### config.mk
export PLATFORM = sky130hd
export DESIGN_NAME = adc_filter_setup_config_regs
export DESIGN_NICKNAME = d
export VERILOG_FILES = /design/src/adc_filter_setup_config_regs.v
export VERILOG_INCLUDE_DIRS = /design/src
export SDC_FILE = /design/constraint.sdc
export NUM_CORES = 1
export LEC_CHECK = 0
export BUFFER_PORTS_ARGS = -buffer_cell sky130_fd_sc_hd__buf_2
export CAP_MARGIN = 0
export CELL_PAD_IN_SITES_DETAIL_PLACEMENT = 1
export CELL_PAD_IN_SITES_GLOBAL_PLACEMENT = 1
export CORE_ASPECT_RATIO = 0.6
export CORE_MARGIN = 2
export CORE_UTILIZATION = 25
export DETAILED_ROUTE_END_ITERATION = 10
export PLACE_DENSITY = 0.55
export SLEW_MARGIN = 20
export SYNTH_ARGS = -nofsm -noshare
export SYNTH_HDL_FRONTEND = slang
export SYNTH_SLANG_ARGS = --single-unit
### constraint.sdc
create_clock -name sys_clk_i -period 2.4 [get_ports sys_clk_i]
set_input_delay 0.12 -clock sys_clk_i [delete_from_list [all_inputs] [get_ports sys_clk_i]]
set_output_delay 0.12 -clock sys_clk_i [all_outputs]
set_load 0.02 [all_outputs]
### src/filt_setup_map.vh
// Register map, field positions, reset values and decode codes of the
// per-setup filter configuration bank.
// Assumes a 32-bit AXI4-Lite slave with one aligned word per register.
`ifndef FILT_SETUP_MAP_VH
`define FILT_SETUP_MAP_VH

// ----------------------------------------------------------------------
// Register indices and byte addresses
// ----------------------------------------------------------------------
`define FCFG_IDX_S1        8'h29
`define FCFG_IDX_S2        8'h2a
`define FCFG_ADDR_S1       10'h0a4
`define FCFG_ADDR_S2       10'h0a8
`define FCFG_RESET         16'h0000

// ----------------------------------------------------------------------
// Field positions
// ----------------------------------------------------------------------
`define FCFG_MAP_BIT       15
`define FCFG_EN_BIT        11
`define FCFG_SEL_HI        10
`define FCFG_SEL_LO        8
`define FCFG_TYPE_HI       6
`define FCFG_TYPE_LO       5
`define FCFG_RATE_HI       4
`define FCFG_RATE_LO       0
`define FCFG_WR_MASK       16'h8f7f

// ----------------------------------------------------------------------
// Codes
// ----------------------------------------------------------------------
`define FTYPE_SINC5_SINC1  2'h0
`define FTYPE_SINC3        2'h3
`define PSEL_27SPS         3'h2
`define PSEL_25SPS         3'h3
`define PSEL_20SPS         3'h5
`define PSEL_16SPS         3'h6
`define DECIM_PRESCALE     6'h20
`define RATE_CODE_MAX      5'h14
`define AXI_OKAY           2'h0
`define AXI_SLVERR         2'h2

`endif

### src/adc_filter_setup_config_regs.v
// Filter configuration registers for setups 1 and 2, with decode of each
// setup into the controls the filter datapath consumes.
// Assumes an AXI4-Lite master on sys_clk_i and a datapath on the same clock.
`timescale 1ns/1ps
`include "filt_setup_map.vh"

module adc_filter_setup_config_regs
#(
  parameter ADDR_W = 10
)
(
  // Clock and reset
  input  wire              sys_clk_i,
  input  wire              nrst_i,
  // AXI4-Lite write address and data
  input  wire [ADDR_W-1:0] s_axi_awaddr_i,
  input  wire              s_axi_awvalid_i,
  output wire              s_axi_awready_o,
  input  wire [31:0]       s_axi_wdata_i,
  input  wire [3:0]        s_axi_wstrb_i,
  input  wire              s_axi_wvalid_i,
  output wire              s_axi_wready_o,
  // AXI4-Lite write response
  output wire [1:0]        s_axi_bresp_o,
  output wire              s_axi_bvalid_o,
  input  wire              s_axi_bready_i,
  // AXI4-Lite read
  input  wire [ADDR_W-1:0] s_axi_araddr_i,
  input  wire              s_axi_arvalid_i,
  output wire              s_axi_arready_o,
  output wire [31:0]       s_axi_rdata_o,
  output wire [1:0]        s_axi_rresp_o,
  output wire              s_axi_rvalid_o,
  input  wire              s_axi_rready_i,
  // Setup 1 controls to the filter datapath
  output wire              direct_decim_mode_s1_o,
  output wire [14:0]       direct_decim_value_s1_o,
  output wire [20:0]       decim_total_s1_o,
  output wire [1:0]        filter_type_s1_o,
  output wire              post_rejection_on_s1_o,
  output wire [2:0]        post_rejection_sel_s1_o,
  output wire              post_sel_valid_s1_o,
  output wire [4:0]        sample_rate_code_s1_o,
  output wire              rate_code_valid_s1_o,
  // Setup 2 controls to the filter datapath
  output wire              direct_decim_mode_s2_o,
  output wire [14:0]       direct_decim_value_s2_o,
  output wire [20:0]       decim_total_s2_o,
  output wire [1:0]        filter_type_s2_o,
  output wire              post_rejection_on_s2_o,
  output wire [2:0]        post_rejection_sel_s2_o,
  output wire              post_sel_valid_s2_o,
  output wire [4:0]        sample_rate_code_s2_o,
  output wire              rate_code_valid_s2_o
);

  // ----------------------------------------------------------------------
  // Bus handshake state
  // ----------------------------------------------------------------------
  reg              aw_held_ff;
  reg [ADDR_W-1:0] aw_addr_ff;
  reg              w_held_ff;
  reg [31:0]       w_data_ff;
  reg [3:0]        w_strb_ff;
  reg              bvalid_ff;
  reg [1:0]        bresp_ff;
  reg              rvalid_ff;
  reg [1:0]        rresp_ff;
  reg [31:0]       rdata_ff;
  reg              awready_ff;
  reg              wready_ff;
  reg              arready_ff;

  // Stored register images, one per setup
  reg [15:0]       cfg_s1_ff;
  reg [15:0]       cfg_s2_ff;

  wire             aw_take;
  wire             w_take;
  wire             wr_fire;
  wire             ar_take;
  wire [15:0]      wr_merged_s1;
  wire [15:0]      wr_merged_s2;
  wire [15:0]      wr_raw_s1;
  wire [15:0]      wr_raw_s2;
  wire             nxt_aw_held;
  wire             nxt_w_held;
  wire             nxt_bvalid;
  wire             nxt_rvalid;
  wire             wr_hit_s1;
  wire             wr_hit_s2;

  // Each ready only while its own half is not held and no response on its channel is pending; the
  // readies are registered from the next handshake state to leave a flop
  assign s_axi_awready_o = awready_ff;
  assign s_axi_wready_o  = wready_ff;
  assign s_axi_arready_o = arready_ff;

  assign aw_take = s_axi_awvalid_i & s_axi_awready_o;
  assign w_take  = s_axi_wvalid_i & s_axi_wready_o;
  assign ar_take = s_axi_arvalid_i & s_axi_arready_o;
  // Commit once both halves sit in the holding registers
  assign wr_fire = aw_held_ff & w_held_ff & ~bvalid_ff;
  // A half cannot be taken while held, so take and commit never collide
  assign nxt_aw_held = (aw_held_ff | aw_take) & ~wr_fire;
  assign nxt_w_held  = (w_held_ff | w_take) & ~wr_fire;
  assign nxt_bvalid  = wr_fire | (bvalid_ff & ~s_axi_bready_i);
  assign nxt_rvalid  = ar_take | (rvalid_ff & ~s_axi_rready_i);

  // Ready flops rise in the same cycle as the state that frees them
  always @(posedge sys_clk_i)
  begin
    if (!nrst_i)
    begin
      awready_ff <= 1'b1;
      wready_ff  <= 1'b1;
      arready_ff <= 1'b1;
    end
    else
    begin
      awready_ff <= ~nxt_aw_held & ~nxt_bvalid;
      wready_ff  <= ~nxt_w_held & ~nxt_bvalid;
      arready_ff <= ~nxt_rvalid;
    end
  end

  // Word-aligned decode; low address bits are ignored
  assign wr_hit_s1 = (aw_addr_ff[ADDR_W-1:2] == `FCFG_IDX_S1);
  assign wr_hit_s2 = (aw_addr_ff[ADDR_W-1:2] == `FCFG_IDX_S2);

  // ----------------------------------------------------------------------
  // Byte-lane merge
  // ----------------------------------------------------------------------
  // Only lanes 0 and 1 exist; upper lanes are dropped
  assign wr_raw_s1 = {w_strb_ff[1] ? w_data_ff[15:8] : cfg_s1_ff[15:8],
                      w_strb_ff[0] ? w_data_ff[7:0]  : cfg_s1_ff[7:0]};
  assign wr_raw_s2 = {w_strb_ff[1] ? w_data_ff[15:8] : cfg_s2_ff[15:8],
                      w_strb_ff[0] ? w_data_ff[7:0]  : cfg_s2_ff[7:0]};

  // Reserved bits forced to zero; map mode claims all fifteen low bits
  // as the decimation value, so the mask is skipped while it is set
  assign wr_merged_s1 = wr_raw_s1[`FCFG_MAP_BIT] ? wr_raw_s1 :
                        (wr_raw_s1 & `FCFG_WR_MASK);
  assign wr_merged_s2 = wr_raw_s2[`FCFG_MAP_BIT] ? wr_raw_s2 :
                        (wr_raw_s2 & `FCFG_WR_MASK);

  // ----------------------------------------------------------------------
  // Write channel and register storage
  // ----------------------------------------------------------------------
  // Address and data may arrive in either order
  always @(posedge sys_clk_i)
  begin
    if (!nrst_i)
    begin
      aw_held_ff <= 1'b0;
      aw_addr_ff <= {ADDR_W{1'b0}};
      w_held_ff  <= 1'b0;
      w_data_ff  <= 32'h00000000;
      w_strb_ff  <= 4'h0;
      bvalid_ff  <= 1'b0;
      bresp_ff   <= `AXI_OKAY;
      cfg_s1_ff  <= `FCFG_RESET;
      cfg_s2_ff  <= `FCFG_RESET;
    end
    else
    begin
      if (aw_take)
      begin
        aw_held_ff <= 1'b1;
        aw_addr_ff <= s_axi_awaddr_i;
      end
      if (w_take)
      begin
        w_held_ff <= 1'b1;
        w_data_ff <= s_axi_wdata_i;
        w_strb_ff <= s_axi_wstrb_i;
      end
      if (wr_fire)
      begin
        aw_held_ff <= 1'b0;
        w_held_ff  <= 1'b0;
        bvalid_ff  <= 1'b1;
        // Independent storage per setup
        if (wr_hit_s1)
        begin
          cfg_s1_ff <= wr_merged_s1;
          bresp_ff  <= `AXI_OKAY;
        end
        else if (wr_hit_s2)
        begin
          cfg_s2_ff <= wr_merged_s2;
          bresp_ff  <= `AXI_OKAY;
        end
        else
        begin
          bresp_ff <= `AXI_SLVERR;
        end
      end
      else if (bvalid_ff && s_axi_bready_i)
      begin
        bvalid_ff <= 1'b0;
      end
    end
  end

  assign s_axi_bvalid_o = bvalid_ff;
  assign s_axi_bresp_o  = bresp_ff;

  // ----------------------------------------------------------------------
  // Read channel
  // ----------------------------------------------------------------------
  // One-cycle read latency; unmapped reads give zero with SLVERR
  always @(posedge sys_clk_i)
  begin
    if (!nrst_i)
    begin
      rvalid_ff <= 1'b0;
      rresp_ff  <= `AXI_OKAY;
      rdata_ff  <= 32'h00000000;
    end
    else if (ar_take)
    begin
      rvalid_ff <= 1'b1;
      if (s_axi_araddr_i[ADDR_W-1:2] == `FCFG_IDX_S1)
      begin
        rdata_ff <= {16'h0000, cfg_s1_ff};
        rresp_ff <= `AXI_OKAY;
      end
      else if (s_axi_araddr_i[ADDR_W-1:2] == `FCFG_IDX_S2)
      begin
        rdata_ff <= {16'h0000, cfg_s2_ff};
        rresp_ff <= `AXI_OKAY;
      end
      else
      begin
        rdata_ff <= 32'h00000000;
        rresp_ff <= `AXI_SLVERR;
      end
    end
    else if (rvalid_ff && s_axi_rready_i)
    begin
      rvalid_ff <= 1'b0;
    end
  end

  assign s_axi_rvalid_o = rvalid_ff;
  assign s_axi_rresp_o  = rresp_ff;
  assign s_axi_rdata_o  = rdata_ff;

  // ----------------------------------------------------------------------
  // Per-setup decode to the datapath
  // ----------------------------------------------------------------------
  // Registered so each output leaves a flip-flop; one cycle behind storage
  reg [15:0] dec_img [0:1];

  always @*
  begin
    dec_img[0] = cfg_s1_ff;
    dec_img[1] = cfg_s2_ff;
  end

  genvar g;
  generate
    for (g = 0; g < 2; g = g + 1)
    begin : g_setup
      wire        map_on;
      wire [2:0]  psel;
      wire [1:0]  ftype;
      wire        psel_ok;
      reg         ctl_map_ff;
      reg  [14:0] ctl_decim_ff;
      reg  [20:0] ctl_total_ff;
      reg  [1:0]  ctl_type_ff;
      reg         ctl_pon_ff;
      reg  [2:0]  ctl_psel_ff;
      reg         ctl_pval_ff;
      reg  [4:0]  ctl_rate_ff;
      reg         ctl_rval_ff;

      assign map_on = dec_img[g][`FCFG_MAP_BIT];
      assign psel   = dec_img[g][`FCFG_SEL_HI:`FCFG_SEL_LO];
      assign ftype  = dec_img[g][`FCFG_TYPE_HI:`FCFG_TYPE_LO];
      // Only four post-select codes are defined; others treated as off
      assign psel_ok = (psel == `PSEL_27SPS) | (psel == `PSEL_25SPS) |
                       (psel == `PSEL_20SPS) | (psel == `PSEL_16SPS);

      always @(posedge sys_clk_i)
      begin
        if (!nrst_i)
        begin
          ctl_map_ff   <= 1'b0;
          ctl_decim_ff <= 15'h0000;
          ctl_total_ff <= 21'h000000;
          ctl_type_ff  <= `FTYPE_SINC5_SINC1;
          ctl_pon_ff   <= 1'b0;
          ctl_psel_ff  <= 3'h0;
          ctl_pval_ff  <= 1'b0;
          ctl_rate_ff  <= 5'h00;
          ctl_rval_ff  <= 1'b1;
        end
        else
        begin
          ctl_map_ff   <= map_on;
          // Low fifteen bits become the decimation value in map mode
          ctl_decim_ff <= map_on ? dec_img[g][14:0] : 15'h0000;
          // Total divide of the modulator clock for one channel
          ctl_total_ff <= map_on ?
            {1'b0, dec_img[g][14:0], 5'h00} : 21'h000000;
          // Map mode forces sinc3 and kills every other option
          ctl_type_ff  <= map_on ? `FTYPE_SINC3 : ftype;
          // Post filter only rides on the sinc5+sinc1 path
          ctl_pon_ff   <= ~map_on & dec_img[g][`FCFG_EN_BIT] &
                          (ftype == `FTYPE_SINC5_SINC1) & psel_ok;
          ctl_psel_ff  <= map_on ? 3'h0 : psel;
          // Select field means nothing in map mode, so no valid code then
          ctl_pval_ff  <= ~map_on & psel_ok;
          ctl_rate_ff  <= map_on ? 5'h00 :
                          dec_img[g][`FCFG_RATE_HI:`FCFG_RATE_LO];
          // Codes past the slowest table entry are flagged
          ctl_rval_ff  <= map_on |
            (dec_img[g][`FCFG_RATE_HI:`FCFG_RATE_LO] <= `RATE_CODE_MAX);
        end
      end
    end
  endgenerate

  // ----------------------------------------------------------------------
  // Output wiring
  // ----------------------------------------------------------------------
  assign direct_decim_mode_s1_o  = g_setup[0].ctl_map_ff;
  assign direct_decim_value_s1_o = g_setup[0].ctl_decim_ff;
  assign decim_total_s1_o        = g_setup[0].ctl_total_ff;
  assign filter_type_s1_o        = g_setup[0].ctl_type_ff;
  assign post_rejection_on_s1_o  = g_setup[0].ctl_pon_ff;
  assign post_rejection_sel_s1_o = g_setup[0].ctl_psel_ff;
  assign post_sel_valid_s1_o     = g_setup[0].ctl_pval_ff;
  assign sample_rate_code_s1_o   = g_setup[0].ctl_rate_ff;
  assign rate_code_valid_s1_o    = g_setup[0].ctl_rval_ff;
  assign direct_decim_mode_s2_o  = g_setup[1].ctl_map_ff;
  assign direct_decim_value_s2_o = g_setup[1].ctl_decim_ff;
  assign decim_total_s2_o        = g_setup[1].ctl_total_ff;
  assign filter_type_s2_o        = g_setup[1].ctl_type_ff;
  assign post_rejection_on_s2_o  = g_setup[1].ctl_pon_ff;
  assign post_rejection_sel_s2_o = g_setup[1].ctl_psel_ff;
  assign post_sel_valid_s2_o     = g_setup[1].ctl_pval_ff;
  assign sample_rate_code_s2_o   = g_setup[1].ctl_rate_ff;
  assign rate_code_valid_s2_o    = g_setup[1].ctl_rval_ff;

endmodule

# Word-level counts from Yosys, hierarchy flattened
# Index checks and enable logic that the tools add are counted.
# totals
reg_bits,173
inputBits,63
output_inout_bits,141
# op_classes
n_lt_le_gt_ge,2
eq_ne,16
muxes,18
bitwise_logic,43
n_reduce_logical,17
# op_table
op,count
$mux 16,4
$eq 8x6->1 const B,4
$mux 8,4
$and 1x1->1,19
$eq 3x2->1 const B,4
$eq 3x3->1 const B,4
$mux 2,6
$not 1->1,12
$or 1x1->1,12
$le 5x5->1 const B,2
$reduce_and 3->1,3
$ne 2x2->1 const B,4
$reduce_and 4->1,2
$reduce_and 2->1,3
$reduce_or 2->1,3
$logic_not 2->1,2
$mux 1,4
$reduce_bool 2->1,2
$logic_and 1x1->1,2

# Longest topological paths before layout
# depth
ltp_word,6
depth_mapped,6
mapped_depth_nobuf,4

# Worst setup path after synthesis
# Ideal clock, no wire load.
# synth_path
path_kind,flip-flop to flip-flop
from,register aw_addr_ff[8]
to,register cfg_s1_ff[14]
t_arrival_ns,1.773
required_ns,2.328
setup_slack_ns,0.555
stages_incl_launch_ff,5
path_buffers,0
cell_sequence,dfxtp_1 > or4b_4 > or4_4 > a21oi_4 > mux2i_1
# synth_via
elab_chain_cells,2
# synth_rtl
item,line_no,text
"start, declared",adc_filter_setup_config_regs.v:61,reg [ADDR_W-1:0] aw_addr_ff;
"start signal, assigned",adc_filter_setup_config_regs.v:156,aw_addr_ff <= {ADDR_W{1'b0}};
"start signal, assigned",adc_filter_setup_config_regs.v:170,aw_addr_ff <= s_axi_awaddr_i;
$eq 8x6->1 (no line),-,
$reduce_and 3->1 (no line),-,
"end signal, assigned",adc_filter_setup_config_regs.v:162,cfg_s1_ff <= `FCFG_RESET;
"end signal, assigned",adc_filter_setup_config_regs.v:186,cfg_s1_ff <= wr_merged_s1;
"end, declared",adc_filter_setup_config_regs.v:75,reg [15:0] cfg_s1_ff;
# Every way passes these cells.
# A chain may end at the register's enable or synchronous reset.

# Final worst setup path
# Ends and elaborated chain as after synthesis.

==> flow_results.org <==
** Clock network
- CTS buffer count :: 17
- CTS built an H-tree with a depth of 4.
- Worst skew pair latency :: 0.42 ns
- Clock tree synthesis selected as its root buffer the cell sky130_fd_sc_hd__clkbuf_16.
- TritonCTS built the clock tree.
- Maximum buffer depth of the clock tree :: 2
- Clock-pin slew of the registers on the worst-case setup and hold paths :: 0.06 ns
- The clock net in this run drives a total of 141 sinks.

** Drt
- Vias per cell :: 4.258
- Iteration-0 DRC Markers :: 195
- Wire per inst :: 16.47 um
- Across all layers, the routed design uses 4322 vias.
- Number of optimization iterations in the first detailed-route pass :: 4
- Residual DRC count :: 0
- Count of antenna-violating nets left after detailed routing :: 0
- Summed over all layers, the routed wires come to 16.71 mm.

** STA
- The number of failing hold endpoints at the final stage came to 0.
- The clock period could shrink to 1.999 ns.
- Max transition margin :: 0.4935
- Min Hold Slack :: 0.04778 ns
- Final worst clock skew :: 0.01163 ns
- Setup slack on the critical path of the routed design comes to 0.4008 ns.
- For the final routed database, the setup TNS stands at 0 ns.
- Unrepaired setup endpoints after global routing :: false
- Dividing the final minimum period by the clock period gives 0.8330.
- Worst-Margin Slew :: 0.7575 ns
- Derived from the worst setup path, the maximum achievable clock frequency is 0.5002 GHz.
- Final Max Slew Viols :: 0
- Total setup violations reported at the end of the flow :: 0

** Layout
- The library cell used most frequently in the layout, excluding fill and tap cells, is sky130_fd_sc_hd__buf_2.
- With fillers left out, the area of the finished cells amounts to 7088 um^2.
- The filler cells instantiated in the layout total 2530.
- Number of cells in the finished layout apart from fillers :: 1015
- The number of antenna diodes in the final layout is 0.
- Area delta synth->final :: 28.55%
- The top cell types in the final layout, fill and taps aside, are 150 x sky130_fd_sc_hd__buf_2, 141 x sky130_fd_sc_hd__dfxtp_1, 118 x sky130_fd_sc_hd__nand2_1.
- Core Util, Final :: 0.3242
- Post-layout net count :: 781
- Share of final-layout standard cells stronger than drive strength 1 :: 0.2730

** Synthesis
- Counting flops with a built-in enable in the synthesized netlist gives 0.
- Top cells by area, synth :: sky130_fd_sc_hd__dfxtp_1 51%, sky130_fd_sc_hd__buf_4 8.2%, sky130_fd_sc_hd__nand2_1 8.0%
- Post-Synth Simple-Gate Area :: 0.2117
- Of the post-synthesis cell area, the dominant cell type holds 0.5119.
- The Yosys step of the flow raised 0 warnings.
- Largest area contributor in the netlist :: sky130_fd_sc_hd__dfxtp_1
- Post-synthesis adder-cell area fraction :: 0
- For this run, the leading register cell type out of synthesis is sky130_fd_sc_hd__dfxtp_1.
- Xor-xnor portion of the synthesized cell area :: 0.003177
- Post-synthesis cell count :: 577
- Main combinational cell family by area after synthesis :: simple AND/OR/NAND/NOR gates
- Of the synthesized area, sequential elements account for 0.5119.
- The share of the synthesized area in compound gates (AO/OA/AOI/OAI) was 0.1057.
- Netlist area before placement :: 5514 um^2
- Multiplexer share of the synthesized area :: 0.05854
- In this run the mean area of a mapped cell was 9.556 um^2.
- Seq cells post-synth :: 141
- In the synthesized netlist the async set-or-reset flop fraction comes to 0.
- Count of different cell masters after synthesis :: 33

** Die
- Row generation in the floorplan step produced 42 rows.
- Die Width :: 195.7 um
- For this design the top-level I/O count stands at 204.
- Die boundary height :: 119.0 um
- Core area :: 21860 um^2
- Starting density of the core :: 0.2522
- The floorplan step defined a die boundary enclosing 23300 um^2.

** Placed design
- Final weighted congestion in routability-driven placement :: 0.7444
- During placement, the flow inserted port buffers numbering 151.
- In this run, placement finished with an instance count of 959.
- Timing analysis after detailed placement gives a worst setup slack of 0.4186 ns.
- Placed Area :: 6237 um^2
- Post-DP HPWL :: 12.63 mm

** GRT
- Entering global routing, the biggest net connects 64 pins.
- Grt total ovfl :: 0
- The first global-routing pass estimated 25.70 mm of wire.
- Global router's overall resource usage :: 0.1466
- Via count of the first global-routing pass :: 4469
- Number of antenna violations at the first check in global routing :: 0

** Critical path
- On the critical path the largest part of the delay comes from simple AND/OR/NAND/NOR gates.
- Slowest Stage Delay on Critical Path :: 0.60 ns
- Walking the worst path, the cells encountered are or4b_4 -> or4_4 -> a21oi_4 -> mux2i_1.
- The worst setup path is launched from a register.
- Worst setup path class :: register to register
- Together, buffers and inverters on the worst path number 0.
- Crit path required time :: 2.73 ns
- Along the worst path, the maximum fanout reaches 5.
- The worst setup path is captured at a register.
- Cell with the largest stage delay on the worst path :: sky130_fd_sc_hd__or4b_4
- WP data arrival :: 2.33 ns

** Power and ir drop
- Internal power summed over all cells :: 4.189 mW
- Of the total power, the clock network draws 0.496.
- For this design the static power due to leakage is 3.341 nW.
- Final Power :: 5.395 mW
- Reg power frac :: 0.447
- Net Switching :: 1.206 mW
- Logic gate share of total power :: 0.057
- Dividing total power by cell area gives a power density of 761.1 nW/um^2.
- IR analysis of the VDD net gives a maximum drop of 0.5617 mV.
- Of the total power, the share spent switching nets is 0.2235.

** Worst hold path
- Worst Hold Class :: primary input to register

** Flow run
- Max-cap violations in this run came to 0.

** Status
- Status :: finished, final reports clean
-- worst reg2reg max path: stages, from the launching register on --
cell and delay, ns:
sky130_fd_sc_hd__dfxtp_1 0.31, sky130_fd_sc_hd__or4b_4 0.60, sky130_fd_sc_hd__or4_4 0.57, sky130_fd_sc_hd__a21oi_4 0.20
sky130_fd_sc_hd__mux2i_1 0.23
-- cell type report --
class,count,area (um^2),share of cell area
sequential,141,2823,0.3982
multi-input combinational,368,2203,0.3109
timing repair buffer,186,1099,0.1550
clock buffer,23,478.0,0.06743
tap,286,357.8,0.05049
clock inverter,7,112.6,0.01589
inverter,4,15.01,0.002118
-- power groups by stage --
| stage | sequential [mW] | combinational [mW] | clock (mW) |
|---|---|---|---|
| 3_3_place_gp | 2.46 | 0.272 | 0 |
| 5_1_grt | 2.42 | 0.343 | 2.84 |
| 3_5_place_dp | 2.46 | 0.279 | 0 |
| 6_report | 2.41 | 0.309 | 2.67 |
| 4_1_cts | 2.41 | 0.312 | 2.74 |
| 2_1_floorplan | 2.46 | 0.218 | 0 |
-- synth_stat cells, types with 3 or more instances --
| cell | instances |
|---|---|
| sky130_fd_sc_hd__o31ai_1 | 18 |
| sky130_fd_sc_hd__nand2_1 | 118 |
| sky130_fd_sc_hd__and3_1 | 30 |
| sky130_fd_sc_hd__buf_4 | 60 |
| sky130_fd_sc_hd__nor2b_1 | 11 |
| sky130_fd_sc_hd__a21oi_1 | 4 |
| sky130_fd_sc_hd__nand4_1 | 5 |
| sky130_fd_sc_hd__nor2_1 | 9 |
| sky130_fd_sc_hd__dfxtp_1 | 141 |
| sky130_fd_sc_hd__a22oi_1 | 16 |
| sky130_fd_sc_hd__o21a_1 | 5 |
| sky130_fd_sc_hd__nor4b_1 | 3 |
| sky130_fd_sc_hd__o21ai_0 | 4 |
| sky130_fd_sc_hd__clkbuf_1 | 32 |
| sky130_fd_sc_hd__nand2b_1 | 3 |
| sky130_fd_sc_hd__a21boi_0 | 26 |
| sky130_fd_sc_hd__mux2i_1 | 30 |
| sky130_fd_sc_hd__inv_1 | 4 |
| sky130_fd_sc_hd__and2_1 | 37 |
-- worst paths after layout --
| kind | end | depth (start not counted) | startpoint | slack [ns] |
|---|---|---|---|---|
| setup / recovery | cfg_s1_ff[14] | 4 | aw_addr_ff[8] | 0.40 |
| hold / removal | s_axi_bvalid_o | 3 | s_axi_bready_i | 0.05 |
| setup reg to reg | cfg_s1_ff[14] | 4 | aw_addr_ff[8] | 0.40 |
| hold reg to reg | aw_addr_ff[9] | 2 | aw_addr_ff[9] | 0.46 |
-- state kept, by name (all words and copies together), names as in the netlist, 2 cells and up --
name,count
aw_addr_ff,8
cfg_s1_ff,16
cfg_s2_ff,16
decim_total_s1_o,15
decim_total_s2_o,15
filter_type_s1_o,2
filter_type_s2_o,2
post_rejection_sel_s1_o,3
post_rejection_sel_s2_o,3
s_axi_rdata_o,16
sample_rate_code_s1_o,5
sample_rate_code_s2_o,5
w_data_ff,16
w_strb_ff,2
-- what timing repair did --
action / in CTS / in global routing
endpoints found under the hold margin: 26 / 0
hold buffers: 26 / 0
setup buffers: 0 / 0
setup endpoints to repair: 0 / 0
resized for setup: 0 / 0
-- routing by layer --
| metal | wire length [um] | global-route usage | vias to the layer above |
|---|---|---|---|
| met1 | 9202 | 0.2200 | 2081 |
| met4 | 194 | 0.05114 | 0 |
| li1 | - | - | 2119 |
| met2 | 6507 | 0.2011 | 109 |
| met3 | 808 | 0.03512 | 13 |
| met5 | 0 | 0 | - |
-- cell families after synthesis --
logic type	count (synthesis)
AO/OA/AOI/OAI	78
XOR/XNOR	2
buffers and inverters	97
flip-flops	141
multiplexers	32
other	1
AND/OR/NAND/NOR	226
Power figures use the tool's default switching activity.
